<file path="src/hdl/sms_params.svh">
`ifndef SMS_PARAMS_SVH
`define SMS_PARAMS_SVH
// register byte offsets
`define SMS_OFF_CTRL 12'h000
`define SMS_OFF_STAT 12'h004
`define SMS_OFF_IRQ 12'h008
`define SMS_OFF_MASK 12'h00C
`define SMS_OFF_SIG 12'h010
`define SMS_OFF_DONE 12'h014
`define SMS_OFF_LEN 12'h018
// ctrl fields (load is a write one pulse, size is stored)
`define SMS_CTRL_LOAD 0
`define SMS_CTRL_DONE 1
`define SMS_CTRL_FAIL 2
`define SMS_CTRL_SIZE_LO 4
`define SMS_CTRL_SIZE_HI 5
// irq bits
`define SMS_IRQ_START 0
`define SMS_IRQ_END 1
`define SMS_IRQ_ERR 2
`define SMS_IRQ_W 3
// socket sizes
`define SMS_SIZE_1M 2'h0
`define SMS_SIZE_512K 2'h1
`define SMS_SIZE_256K 2'h2
// small sockets leave the top two address lines unconnected
`define SMS_SMALL_MASK 20'h3FFFF
// reset values
`define SMS_SIG_RST 16'h0000
`define SMS_LEN_RST 20'h00100
// access timing
`define SMS_ACC_NS 150
`define SMS_CLK_MHZ 40
`define SMS_BLINK_HALF 20'hFFFFF
`endif

</file>
<file path="src/hdl/sms_pkg.sv">
package sms_pkg;
	typedef enum {SMS_EPV, SMS_ERASE, SMS_PROG, SMS_VERIFY, SMS_LOAD} sms_mode_t;
	typedef enum {ST_IDLE, ST_RUN, ST_SIG, ST_RD, ST_ERR} sms_state_t;
	typedef enum {PH_NONE, PH_BLANK, PH_ERASE, PH_PROG, PH_VER} sms_phase_t;
endpackage

</file>
<file path="src/hdl/sms_sequencer.sv">
// The address map and the AXI4-Lite slave port are this design's own decisions.
`timescale 1ns/1ps
`include "sms_params.svh"
// Behaviour
// - after reset the selection is erase-program-verify
// - mode key steps through the five modes in a fixed ring
// - one led per mode shows the selection while idle
// - enter key starts the selected operation
// - led of the running operation blinks
// - operations other than erase and load before a completed load are refused and error led blinks
// - combined operation blank checks, then erases if needed, then programs
// - no checksum is taken on a loaded image
// - access led lit during every master rom access
// - in load mode only the load led is lit
// - a failed load shows only on the error led
// - each rom access first reads the signature, mismatch rejects the rom
// - byte-wide eprom: twenty address lines, low enables, eight data lines
// - top two address lines unused for the smaller sockets
// - load starts by host command or enter key identically
module sms_sequencer #(
	parameter int ADDR_W = 20,
	parameter logic [15:0] SIG_EXPECT = 16'hA55A, // arbitrary value
	parameter int BLINK_HALF = `SMS_BLINK_HALF
) (
	input wire logic clk,
	input wire logic srst,
	input wire logic mode_key,
	input wire logic enter_key,
	output logic [4:0] mode_led,
	output logic error_led,
	output logic access_led,
	output logic [ADDR_W-1:0] rom_address,
	output logic rom_ce_n,
	output logic rom_oe_n,
	input wire logic [7:0] rom_data,
	output logic [7:0] img_data,
	output logic img_valid,
	output logic [2:0] op_req,
	input wire logic op_done,
	input wire logic op_fail,
	input wire logic blank_ok,
	output logic irq,
	input wire logic [11:0] s_axi_awaddr,
	input wire logic s_axi_awvalid,
	output logic s_axi_awready,
	input wire logic [31:0] s_axi_wdata,
	input wire logic [3:0] s_axi_wstrb,
	input wire logic s_axi_wvalid,
	output logic s_axi_wready,
	output logic [1:0] s_axi_bresp,
	output logic s_axi_bvalid,
	input wire logic s_axi_bready,
	input wire logic [11:0] s_axi_araddr,
	input wire logic s_axi_arvalid,
	output logic s_axi_arready,
	output logic [31:0] s_axi_rdata,
	output logic [1:0] s_axi_rresp,
	output logic s_axi_rvalid,
	input wire logic s_axi_rready
);
	import sms_pkg::*;
	localparam int ACC_CYC = (`SMS_ACC_NS * `SMS_CLK_MHZ + 999) / 1000;
	// refuse parameter values the logic cannot serve
	if (ADDR_W != 20) $error("rom address must be twenty bits");
	if (ACC_CYC < 1 || ACC_CYC > 255) $error("bad access count");
	if (BLINK_HALF < 1 || BLINK_HALF > `SMS_BLINK_HALF) $error("blink half period out of range");

	sms_mode_t mode_reg;
	sms_state_t state_reg;
	sms_phase_t phase_reg;
	logic loaded_reg, err_reg, mk_reg, ek_reg, blink_reg, aw_reg, w_reg, rd_hi_reg;
	logic [19:0] blink_cnt_reg;
	logic [7:0] wait_reg;
	logic [19:0] len_reg, cnt_reg;
	logic [15:0] sig_reg;
	logic [1:0] size_reg;
	logic [2:0] irq_reg, mask_reg;
	logic [11:0] awaddr_reg;
	logic [31:0] wdata_reg;
	logic mode_press, enter_press, host_load, load_go, wr_fire, last, sample_now, sig_bad;
	logic [2:0] ev;

	// key edge detect
	always_ff @(posedge clk) begin
		mk_reg <= srst ? 1'b0 : mode_key;
		ek_reg <= srst ? 1'b0 : enter_key;
	end
	assign mode_press = mode_key & ~mk_reg;
	assign enter_press = enter_key & ~ek_reg;

	// ------------------------------------------------------------
	// axi4-lite slave
	// ------------------------------------------------------------
	assign s_axi_awready = ~aw_reg & ~s_axi_bvalid;
	assign s_axi_wready = ~w_reg & ~s_axi_bvalid;
	assign s_axi_bresp = 2'h0;
	assign wr_fire = aw_reg & w_reg & ~s_axi_bvalid;
	// capture address and data in either order
	always_ff @(posedge clk) begin
		if (srst) begin
			aw_reg <= 1'b0;
			w_reg <= 1'b0;
			s_axi_bvalid <= 1'b0;
			awaddr_reg <= 12'h000;
			wdata_reg <= 32'h00000000;
		end else begin
			if (s_axi_awvalid && s_axi_awready) begin
				aw_reg <= 1'b1;
				awaddr_reg <= s_axi_awaddr;
			end
			if (s_axi_wvalid && s_axi_wready) begin
				w_reg <= 1'b1;
				wdata_reg <= s_axi_wdata;
			end
			if (wr_fire) begin
				aw_reg <= 1'b0;
				w_reg <= 1'b0;
				s_axi_bvalid <= 1'b1;
			end else if (s_axi_bready) begin
				s_axi_bvalid <= 1'b0;
			end
		end
	end
	// read channel, unmapped reads zero with okay
	assign s_axi_arready = ~s_axi_rvalid;
	assign s_axi_rresp = 2'h0;
	always_ff @(posedge clk) begin
		if (srst) begin
			s_axi_rvalid <= 1'b0;
			s_axi_rdata <= 32'h00000000;
		end else if (s_axi_arvalid && s_axi_arready) begin
			s_axi_rvalid <= 1'b1;
			case (s_axi_araddr)
				`SMS_OFF_CTRL: s_axi_rdata <= {26'h0, size_reg, 4'h0};
				`SMS_OFF_STAT: s_axi_rdata <= {24'h0, err_reg, loaded_reg, 3'(state_reg), 3'(mode_reg)};
				`SMS_OFF_IRQ: s_axi_rdata <= {29'h0, irq_reg};
				`SMS_OFF_MASK: s_axi_rdata <= {29'h0, mask_reg};
				`SMS_OFF_SIG: s_axi_rdata <= {16'h0, sig_reg};
				`SMS_OFF_LEN: s_axi_rdata <= {12'h0, len_reg};
				default: s_axi_rdata <= 32'h00000000;
			endcase
		end else if (s_axi_rready) begin
			s_axi_rvalid <= 1'b0;
		end
	end
	// config registers
	always_ff @(posedge clk) begin
		if (srst) begin
			mask_reg <= 3'h0;
			size_reg <= `SMS_SIZE_1M;
			len_reg <= `SMS_LEN_RST;
		end else if (wr_fire && s_axi_wstrb[0]) begin
			if (awaddr_reg == `SMS_OFF_MASK) mask_reg <= wdata_reg[2:0];
			if (awaddr_reg == `SMS_OFF_CTRL) size_reg <= wdata_reg[`SMS_CTRL_SIZE_HI:`SMS_CTRL_SIZE_LO];
			if (awaddr_reg == `SMS_OFF_LEN) len_reg <= wdata_reg[19:0];
		end
	end
	// host load command takes the same path as the key
	assign host_load = wr_fire && awaddr_reg == `SMS_OFF_CTRL && wdata_reg[`SMS_CTRL_LOAD];
	assign load_go = state_reg == ST_IDLE && (host_load || (enter_press && mode_reg == SMS_LOAD));

	// ------------------------------------------------------------
	// mode selection and sequencer
	// ------------------------------------------------------------
	always_ff @(posedge clk) begin
		if (srst) mode_reg <= SMS_EPV;
		else if (mode_press && state_reg == ST_IDLE) begin
			case (mode_reg)
				SMS_EPV: mode_reg <= SMS_ERASE;
				SMS_ERASE: mode_reg <= SMS_PROG;
				SMS_PROG: mode_reg <= SMS_VERIFY;
				SMS_VERIFY: mode_reg <= SMS_LOAD;
				default: mode_reg <= SMS_EPV;
			endcase
		end
	end
	assign last = cnt_reg == len_reg - 20'h1;
	// operations and rom reads; stored target settings used as is no checksum
	always_ff @(posedge clk) begin
		if (srst) begin
			state_reg <= ST_IDLE;
			phase_reg <= PH_NONE;
			loaded_reg <= 1'b0;
			err_reg <= 1'b0;
			cnt_reg <= 20'h0;
			wait_reg <= 8'h0;
			sig_reg <= `SMS_SIG_RST;
			rom_address <= 20'h0;
			img_data <= 8'h0;
			img_valid <= 1'b0;
			rd_hi_reg <= 1'b0;
		end else begin
			img_valid <= 1'b0;
			case (state_reg)
				ST_IDLE: begin
					if (load_go) begin
						state_reg <= ST_SIG;
						err_reg <= 1'b0;
						loaded_reg <= 1'b0;
						rom_address <= 20'h0;
						wait_reg <= 8'h0;
						rd_hi_reg <= 1'b0;
					end else if (enter_press) begin
						err_reg <= 1'b0;
						if (mode_reg != SMS_ERASE && !loaded_reg) state_reg <= ST_ERR;
						else begin
							state_reg <= ST_RUN;
							case (mode_reg)
								SMS_EPV: phase_reg <= PH_BLANK;
								SMS_ERASE: phase_reg <= PH_ERASE;
								SMS_PROG: phase_reg <= PH_PROG;
								default: phase_reg <= PH_VER;
							endcase
						end
					end
				end
				ST_RUN: begin
					if (op_done || op_fail) begin
						if (op_fail) begin
							err_reg <= 1'b1;
							state_reg <= ST_IDLE;
							phase_reg <= PH_NONE;
						end else if (phase_reg == PH_BLANK) phase_reg <= blank_ok ? PH_PROG : PH_ERASE;
						else if (phase_reg == PH_ERASE && mode_reg == SMS_EPV) phase_reg <= PH_PROG;
						else begin
							state_reg <= ST_IDLE;
							phase_reg <= PH_NONE;
						end
					end
				end
				ST_SIG, ST_RD: begin
					if (wait_reg == 8'(ACC_CYC)) begin
						wait_reg <= 8'h0;
						if (state_reg == ST_SIG) begin
							if (!rd_hi_reg) begin
								sig_reg[7:0] <= rom_data;
								rd_hi_reg <= 1'b1;
								rom_address <= 20'h1;
							end else if ({rom_data, sig_reg[7:0]} == SIG_EXPECT) begin
								sig_reg[15:8] <= rom_data;
								state_reg <= ST_RD;
								rom_address <= 20'h0;
								cnt_reg <= 20'h0;
							end else begin
								sig_reg[15:8] <= rom_data;
								err_reg <= 1'b1;
								state_reg <= ST_IDLE;
							end
						end else begin
							img_data <= rom_data;
							img_valid <= 1'b1;
							cnt_reg <= cnt_reg + 20'h1;
							rom_address <= size_reg == `SMS_SIZE_1M ? cnt_reg + 20'h1 : (cnt_reg + 20'h1) & `SMS_SMALL_MASK;
							if (last) begin
								loaded_reg <= 1'b1;
								state_reg <= ST_IDLE;
							end
						end
					end else wait_reg <= wait_reg + 8'h1;
				end
				default: begin
					// refused operation blinks error until next key
					if (enter_press || mode_press) state_reg <= ST_IDLE;
				end
			endcase
		end
	end
	assign rom_ce_n = !((state_reg == ST_SIG || state_reg == ST_RD) && wait_reg != 8'h0);
	assign rom_oe_n = rom_ce_n;
	assign access_led = state_reg == ST_SIG || state_reg == ST_RD;
	// request to the operation engine
	assign op_req = state_reg != ST_RUN ? 3'h0 : phase_reg == PH_BLANK ? 3'h1 : phase_reg == PH_ERASE ? 3'h2 :
		phase_reg == PH_PROG ? 3'h3 : 3'h4;

	// blink timer
	always_ff @(posedge clk) begin
		if (srst) begin
			blink_cnt_reg <= 20'h0;
			blink_reg <= 1'b0;
		end else if (blink_cnt_reg == 20'(BLINK_HALF)) begin
			blink_cnt_reg <= 20'h0;
			blink_reg <= ~blink_reg;
		end else blink_cnt_reg <= blink_cnt_reg + 20'h1;
	end
	// mode leds; one-hot selection, blinking while busy
	always_comb begin
		mode_led = 5'h0;
		mode_led[3'(mode_reg)] = (state_reg == ST_IDLE || state_reg == ST_ERR) ? 1'b1 : blink_reg;
	end
	assign error_led = state_reg == ST_ERR ? blink_reg : err_reg;

	// interrupts: set wins over write-one clear
	// byte taken on this edge; a bad signature is an error event
	assign sample_now = (state_reg == ST_SIG || state_reg == ST_RD) && wait_reg == 8'(ACC_CYC);
	assign sig_bad = sample_now && state_reg == ST_SIG && rd_hi_reg && {rom_data, sig_reg[7:0]} != SIG_EXPECT;
	assign ev = {state_reg == ST_ERR || (op_fail && state_reg == ST_RUN) || sig_bad,
		(state_reg == ST_RD && sample_now && last) || (state_reg == ST_RUN && op_done),
		load_go || (enter_press && state_reg == ST_IDLE)};
	always_ff @(posedge clk) begin
		if (srst) irq_reg <= 3'h0;
		else if (wr_fire && awaddr_reg == `SMS_OFF_IRQ) irq_reg <= (irq_reg & ~wdata_reg[2:0]) | ev;
		else irq_reg <= irq_reg | ev;
	end
	assign irq = |(irq_reg & ~mask_reg); // a set mask bit holds its event back

	// assertions
	a_reset_mode: assert property (@(posedge clk) srst |=> mode_reg == SMS_EPV) else $error("mode not epv");
	a_mode_ring: assert property (@(posedge clk) disable iff (srst) mode_press && state_reg == ST_IDLE &&
		mode_reg == SMS_LOAD |=> mode_reg == SMS_EPV) else $error("ring wrap wrong");
	a_refuse_write: assert property (@(posedge clk) disable iff (srst)
		state_reg == ST_IDLE && enter_press && !load_go && mode_reg != SMS_ERASE && mode_reg != SMS_LOAD &&
		!loaded_reg |=> state_reg == ST_ERR) else $error("no refusal");
	a_access_led: assert property (@(posedge clk) disable iff (srst) !rom_ce_n |-> access_led)
		else $error("access led off");
	a_load_led: assert property (@(posedge clk) disable iff (srst) mode_reg == SMS_LOAD |->
		mode_led[3:0] == 4'h0) else $error("other led lit");
	a_sig_first: assert property (@(posedge clk) disable iff (srst) load_go |=> state_reg == ST_SIG)
		else $error("signature skipped");
	a_enables_pair: assert property (@(posedge clk) disable iff (srst) rom_ce_n == rom_oe_n)
		else $error("enables split");
	a_addr_stable: assert property (@(posedge clk) disable iff (srst) !rom_ce_n && $past(!rom_ce_n) |->
		$stable(rom_address)) else $error("address moved");
	a_epv_blank: assert property (@(posedge clk) disable iff (srst) state_reg == ST_IDLE && enter_press &&
		!load_go && mode_reg == SMS_EPV && loaded_reg |=> phase_reg == PH_BLANK) else $error("no blank check");
	c_load: cover property (@(posedge clk) state_reg == ST_RD && last && wait_reg == 8'(ACC_CYC));
	c_err: cover property (@(posedge clk) state_reg == ST_ERR);
	c_epv: cover property (@(posedge clk) phase_reg == PH_ERASE && mode_reg == SMS_EPV);
endmodule

</file>
<file path="config.mk">
export PLATFORM = sky130hd
export DESIGN_NAME = sms_sequencer
export DESIGN_NICKNAME = d
export VERILOG_FILES = /design/src/hdl/sms_pkg.sv /design/src/hdl/sms_sequencer.sv
export VERILOG_INCLUDE_DIRS = /design/src /design/src/hdl
export SDC_FILE = /design/constraint.sdc
export NUM_CORES = 1
export LEC_CHECK = 0
export ABC_AREA = 1
export BUFFER_PORTS_ARGS = -buffer_cell sky130_fd_sc_hd__buf_2
export CORE_ASPECT_RATIO = 1.5
export CORE_UTILIZATION = 50
export DETAILED_ROUTE_END_ITERATION = 8
export PLACE_DENSITY = 0.81
export RECOVER_POWER = 50
export SLEW_MARGIN = 5
export SYNTH_ARGS = -nofsm -noshare
export SYNTH_HDL_FRONTEND = slang
export SYNTH_SLANG_ARGS = --single-unit
</file>
<file path="constraint.sdc">
create_clock -name clk -period 2.4 [get_ports clk]
set_input_delay 0.24 -clock clk [delete_from_list [all_inputs] [get_ports clk]]
set_output_delay 0.24 -clock clk [all_outputs]
set_load 0.01 [all_outputs]
</file>
# Word-level counts from Yosys, hierarchy flattened
# Index checks and enable logic that the tools add are counted.
# Widths: inputs -> output; s select.
classes:
  addsub: 4
  mux: 69
  order_cmp: 2
  bitwise: 24
  n_eq_ne: 49
  n_reduce_logical: 67
ops:
  columns: ["cell", "n"]
  rows:
  - ["$mux 32", 15]
  - ["$eq 32x2->1 const B", 6]
  - ["$mux 20", 8]
  - ["$eq 32x3->1 const B", 4]
  - ["$logic_not 32->1", 4]
  - ["$pmux 20 s6", 1]
  - ["$pmux 32 s3", 1]
  - ["$eq 32x1->1 const B", 2]
  - ["$eq 32x4->1 const B", 2]
  - ["$ne 32x2->1 const B", 2]
  - ["$pmux 32 s2", 1]
  - ["$eq 12x4->1 const B", 4]
  - ["$add 20x1->20 const B", 2]
  - ["$pmux 20 s2", 1]
  - ["$eq 12x5->1 const B", 3]
  - ["$ne 2x2->1 const B", 13]
  - ["$logic_not 12->1", 2]
  - ["$logic_and 1x1->1", 23]
  - ["$mux 1", 23]
  - ["$eq 20x20->1", 1]
  - ["$eq 20x20->1 const B", 1]
  - ["$reduce_and 4->1", 5]
  - ["$sub 20x1->20 const B", 1]
  - ["$mux 3", 6]
  - ["other kinds (37)", 84]
totals:
  output_inout_bits: 83
  ff_bits: 291
  word_cells: 243

# Depth between registers and ports, before layout
# Gate-level depths: netlist of run 1.
logic_depth:
  word_depth: 9
  ltp_mapped: 16
  mapped_depth_nobuf: 16

# Worst setup path after synthesis of run 1
# Ideal clock, no wire load.
synth_timing:
  path_kind: "register to register"
  startpoint: "register len_reg[0]"
  endpoint: "register state_reg[2]"
  arrival_time_ps: 1795
  slack_ps: 490
  synth_period_minus_slack_ps: 1910
  t_required_ps: 2285
  path_stages_with_launch: 17
  path_buffers: 1
  cell_sequence: "dfxtp_1 > inv_1 > ha_1 > nand2_1 > nor2_1 > buf_4 > nand3_1 > nand2_1 > nand2_1 > inv_1 > nand2_1 > nor2_1 > nand3_1 > nand3_1 > nand3_1 > nand2_1 > nor2_1"
synth_between:
  elab_chain_len: 4
synth_lines:
  columns: ["item", "line_no", "source"]
  rows:
  - ["from (decl)", "sms_sequencer.sv:74", "logic [19:0] len_reg, cnt_reg;"]
  - ["from (signal assigned)", "sms_sequencer.sv:151", "len_reg <= `SMS_LEN_RST;"]
  - ["from (signal assigned)", "sms_sequencer.sv:155", "if (awaddr_reg == `SMS_OFF_LEN) len_reg <= wdata_reg[19:0];"]
  - ["$sub 20x1->20", "sms_sequencer.sv:177", "assign last = cnt_reg == len_reg - 20'h1;"]
  - ["$eq 20x20->1", "sms_sequencer.sv:177", null]
  - ["$ne 3x3->1 (no source line)", null, null]
  - ["$reduce_and 8->1 (no source line)", null, null]
  - ["to (signal assigned)", "sms_sequencer.sv:181", "state_reg <= ST_IDLE;"]
  - ["to (signal assigned)", "sms_sequencer.sv:197", "state_reg <= ST_SIG;"]
  - ["to (signal assigned)", "sms_sequencer.sv:205", "if (mode_reg != SMS_ERASE && !loaded_reg) state_reg <= ST_ERR;"]
  - ["to (decl)", "sms_sequencer.sv:69", "sms_state_t state_reg;"]
# No other way between the ends.
# A chain may end at the register's enable or synchronous reset.

# Worst setup path in the final report of run 1
layout_timing:
  startpoint: "register state_reg[1]"
  endpoint: "register rom_address[19]"
layout_between:
  elab_chain_len: 4
layout_lines:
  columns: ["item", "line_no", "source"]
  rows:
  - ["$eq 32x2->1, or another cell as far along", "sms_sequencer.sv:194", "case (state_reg)"]
  - ["$reduce_or 2->1, or another cell as far along", "sms_sequencer.sv:194", null]
  - ["$ne 4x4->1 (no source line), or another cell as far along", null, null]
  - ["$reduce_and 4->1 (no source line) / $pmux 20 s2 (equally long branches)", null, null]
  - ["to (signal assigned)", "sms_sequencer.sv:253", "rom_address <= size_reg == `SMS_SIZE_1M ? cnt_reg + 20'h1 : (cnt_reg + 20'h1) & `SMS_SMALL_MASK;"]
  - ["to (decl)", "sms_sequencer.sv:32", "output logic [ADDR_W-1:0] rom_address,"]
# Several ways; a longest one is shown, not always the timed one. The select of a mux whose other input is x is not followed.

==> out/results.ini, run 1 <==
[setup_path]
cp_max_fo=16
rrSetupSlack_ps=150
worstPathArrival_ps=2620
start_kind=register
crit_type=reg2reg
r2r-end=rom_address[19]
timing.rr.start=state_reg[1]
r2r.worst_path.cells=8
cp-end-kind=register
worstPathRequired_ps=2770

[clocking]
cts_root_buffer=clkbuf_16
cts_tree=done
clock_latency_ps=450
clk_pin_slew_worst_paths_ps=70
cts_max_level=4
cts.sinks=192
cts_buffer_depth=2
cts_made_buffers=17

[power]
p_sw_w=0.00278
switching_share_pct=33.9
p_seq_share_pct=43.1
ir_drop_uv=523
power_density_nw_per_um2=758
p_int_w=0.00541
power_w=0.00819
clkPwrFrac_pct=35.4
combPwrFrac_pct=21.6
leakage_nw=4.41

[min_path]
whs_path_depth=3
holdCritStartpoint=enter_key
min_to=ek_reg
hold_class=in2reg

[timing]
tightest_slew_ps=664
slew_headroom_pct=55.7
slew_viol_final=0
finalCritPeriodShare_pct=93.8
finalHoldViolCount=0
clock_skew_ps=16.0
min_period_ps=2250
setup_viol=0
fmax_ghz=0.444

[grt]
grt_pass1_wl_mm=41.2
gr-total-overflow=0
grt_use_total_pct=26.9
antenna_found_initial=0
grt_max_degree=87
grt_pass1_vias=8812

[logic_synthesis]
syn_avg_cell_area_um2=6.96
synth-async-reset-ratio_pct=0
seq_area_frac_synth_pct=40.8
ys_types=49
ys.warnings.count=0
ys_ff_latch=192
ys.flop_type=dfxtp_1
syn-cell-area_um2=9430
synth_edf_count=0
syn_inst=1354

[floorplanning]
rows=61
io-pin-count=163
initial_core_util_pct=51.0
core_area_um2=18500
die_w_um=114
die_area_um2=19400
die_h_um=170

[drt]
routed_wl_mm=25.4
drc=0
post_drt_wl_per_cell_um=14.6
first_iter_violations=726
dr.pass1.iters=6
vias=9438
vias_per_cell=5.42
ant_nets=0

[cells_and_area]
design_area_um2=10800
num-nets-final=1563
fin_util_pct=58.4
area_growth_pct=14.5
instances_no_fill=1742
drive_above_1_share_pct=10.5
nFillCells=1755
num_antenna_cells=0

[flow_run]
max_cap_viol_count=0

[placed_design]
dpl.hpwl_mm=19.2
place_inst=1710
numPortBuffers=130
dpl-instance-area_um2=10300
gp_congestion=0.917

[outcome]
outcome=finished clean

[power by group through the flow]
stage | clock network [W] | registers (W) | logic (W)
after floorplan | 0 | 0.00356 | 0.00135
after global placement | 0 | 0.00358 | 0.00172
after detailed placement | 0 | 0.00359 | 0.00176
after CTS | 0.00292 | 0.00352 | 0.00177
after global routing | 0.00307 | 0.00354 | 0.00198
final | 0.00290 | 0.00353 | 0.00177
[worst max-delay path, stage by stage, from the launching register on]
cell	delay, ps
dfxtp_1	480
inv_1	200
nor2_4	250
nand2_1	230
nand2_1	150
nand3_2	130
nor2_4	330
nand3_1	230
a21oi_1	170
[area by class of cell]
type	count	area [µm²]	share of cell area, %
Multi-Input combinational cell	952	4680	43.4
Sequential cell	192	3840	35.6
Timing Repair Buffer	149	719	6.66
Inverter	165	624	5.78
Clock buffer	18	439	4.07
Tap cell	252	315	2.92
Clock inverter	14	170	1.58
[layout by cell type, fill, tap and decap left out, drive strengths merged, types with 4 or more instances in the layout]
cell type,count
a31oi,7
nor2,211
nand3b,7
conb,17
clkbuf,81
nor3,23
clkinv,4
a21oi,124
inv,171
nand3,72
or2,5
nand4,27
nor3b,6
xnor2,11
o221ai,4
nand2,238
a211oi,9
nor4,10
o21ai,130
xor2,15
ha,6
buf,86
dfxtp,192
o22ai,15
[repair_timing]
action	4_1_cts	5_1_grt
setup endpoints to repair	0	5
hold buffers	0	0
resized for setup	0	3
setup buffers	0	0
[layer usage]
layer  part of all wire (%)  GRT usage, %
met4                    5.6          16.5
met1                     38          29.2
met3                    5.1          4.38
met5                      0             0
met2                     51          48.3
[cells by family after synthesis]
kind of cell	Yosys count	synth area share (%)
AOI/OAI and AO/OA	300	17.1
xor gates and xnor gates	26	2.42
adders and majority gates	6	0.796
buffers and inverters	226	10.2
DFF	192	40.8
other	1	0.0398
and+or+nand+nor	603	28.7
[how the worst max path moves through the flow]
stage / slack [ps] / startpoint / endpoint / cells after the start
after floorplan: 490 / len_reg[0] / state_reg[2] / 16
after global placement: 240 / len_reg[1] / state_reg[1] / 16
after detailed placement: 180 / len_reg[1] / state_reg[2] / 16
after CTS: 180 / len_reg[1] / state_reg[2] / 16
after global routing: -60 / cnt_reg[1] / rom_address[18] / 11
final: 150 / state_reg[1] / rom_address[19] / 8
[synthesized netlist by cell type, drive strengths merged, types with 2 or more instances]
cell / count / area [µm²]
buf: 32 / 229
nor3b: 6 / 45.0
nor2: 211 / 866
ha: 6 / 75.1
o22ai: 15 / 93.8
xor2: 15 / 131
nand2: 238 / 893
inv: 165 / 624
a211oi: 9 / 72.6
or2: 5 / 31.3
o31ai: 3 / 22.5
a21oi: 124 / 621
o21ai: 130 / 658
dfxtp: 192 / 3840
xnor2: 11 / 96.3
nand4: 27 / 169
a31oi: 7 / 43.8
clkbuf: 29 / 109
o221ai: 4 / 35.0
nor4b: 2 / 17.5
and3: 2 / 12.5
o21a: 2 / 15.0
nor3: 23 / 148
nand3: 72 / 378
nor4: 10 / 90.1
o211ai: 2 / 15.0
nand3b: 7 / 52.6
[through the flow]
step | TNS (ps) | setup slack, ps | hold WS, ps
detailed placement | 0 | 184 | 441
finish | 0 | 150 | 10.8
global placement | 0 | 242 | 429
floorplan | 0 | 490 | 360
CTS | 0 | 178 | 0.322
global route | -105 | -55.8 | 15.9
(Power assumes the default switching activity.)
==> inputs of run 2 (changes only) <==
==> constraint.sdc (replaced) <==
create_clock -name clk -period 2.6 [get_ports clk]
set_input_delay 0.26 -clock clk [delete_from_list [all_inputs] [get_ports clk]]
set_output_delay 0.26 -clock clk [all_outputs]
set_load 0.01 [all_outputs]
==> run 2 against run 1 <==
  * Flip-flop and latch count unchanged
  * Global-route usage fell by 0.15 points
  * Worst setup slack improved by 120 ps
  * Core utilization decreased by 0.12 points
  * Register-to-register slack better by 120 ps
  * Critical endpoint is now rom_address[6]
==> out/results.ini, run 2 (synthesis gave the netlist of run 1 again) <==
[timing]
fin_setup_tns_ps=0
slew_headroom_pct=5.03
grt_setup_unrepaired=no
clock_skew_ps=14.9
finalCritPeriodShare_pct=89.6
tightest_slew_ps=1420
setup_viol=0
finalHoldViolCount=0
min_period_ps=2330
fmax_ghz=0.429
slew_viol_final=0

[grt]
antenna_found_initial=0
grt_util_met3_pct=4.49
gr-max-usage-layer=met2
grt_max_degree=61
grt_pass1_wl_mm=41.1
gr-total-overflow=0
grt_util_met2_pct=47.7
grt_pass1_vias=8780
grt_use_total_pct=26.7
grt_use_met1_pct=28.9

[drt]
routed_wl_mm=25.6
first_iter_violations=720
ant_nets=0
vias_per_cell=5.43
vias=9458
drc=0
post_drt_wl_per_cell_um=14.7
dr.pass1.iters=5

[placed_design]
gp_congestion=0.946
place_inst=1710
numPortBuffers=130
dpl.hpwl_mm=19.4

[setup_path]
worstPathArrival_ps=2680
worstPathRequired_ps=2950
start_kind=register
crit_type=reg2reg
cp_max_fo=10
r2r.worst_path.cells=10
cp-end-kind=register

[cells_and_area]
drive_above_1_share_pct=10.3
nFillCells=1779
instances_no_fill=1742
num-nets-final=1563
final_common_cell=nand2_1
num_antenna_cells=0
seqCellArea_um2=3840
area_growth_pct=14.3
multi_input_comb_area_um2=4670
final_cell_mix=nand2_1 (238), nor2_1 (202), dfxtp_1 (192), inv_1 (156), o21ai_0 (127)

[clocking]
cts_root_buffer=clkbuf_16
cts_made_buffers=17
cts_resized=0
cts_hold_buffers=0
cts_max_level=4
cts_buffer_depth=2
cts_tree=done
clock_latency_ps=450
clk_pin_slew_worst_paths_ps=80
cts.sinks=192
cts_setup_buffers=0

[outcome]
outcome=finished clean

[floorplanning]
initial_core_util_pct=51.0
core_area_um2=18500
rows=61
die_h_um=170
die_w_um=114
io-pin-count=163
die_area_um2=19400

[min_path]
hold_class=in2reg
whs_path_depth=3

[flow_run]
max_cap_viol_count=0

[power]
ir_drop_uv=409
leakage_nw=4.41
power_density_nw_per_um2=700

## run 2: area by class of cell
cell class	instances	area share (%)
flip-flops and latches	192	35.7
clock inverters	15	1.73
repair buffers	149	6.54
well taps	252	2.93
clock buffers	17	3.95
inverters	165	5.80
multi-input cells	952	43.4
## run 2: layer usage
layer	up-vias	wire length, µm
li1	4667	-
met3	102	1400
met5	-	0
met4	0	1340
met2	365	13000
met1	4324	9810
## run 2: path summary, 6_finish.rpt
check,start,slack (ps),endpoint
min reg2reg,blink_cnt_reg[0],450,blink_cnt_reg[0]
max reg2reg,wait_reg[0],270,rom_address[6]
max,wait_reg[0],270,rom_address[6]
min,enter_key,30,ek_reg
## run 2: worst max-delay path, cell delays in order, from the launching register on
cell	delay, ps
dfxtp_1	330
inv_1	120
ha_1	170
inv_1	60
nor4_4	360
nand2_1	270
nand2_1	160
nand3_2	130
nor2_4	270
nand4_1	200
a21oi_1	170
## run 2: power breakdown
group	switching [W]	internal, W	total, W
sequential	0.000151	0.00310	0.00325
clock	0.00133	0.00131	0.00264
combinational	0.00114	0.000499	0.00164
total	0.00263	0.00491	0.00754
## run 2: stage by stage
stage	cell area [µm²]	worst slack (ps)	total power (W)	utilization, %	hold slack [ps]
after detailed placement	10300	343	0.00494	55.5	440
final	10800	271	0.00754	58.3	27.6
after floorplan	9490	690	0.00453	-	380
after global placement	10300	432	0.00490	55.5	434
after CTS	10900	337	0.00755	58.8	26.9
after global routing	10800	47.3	0.00789	58.3	46.2
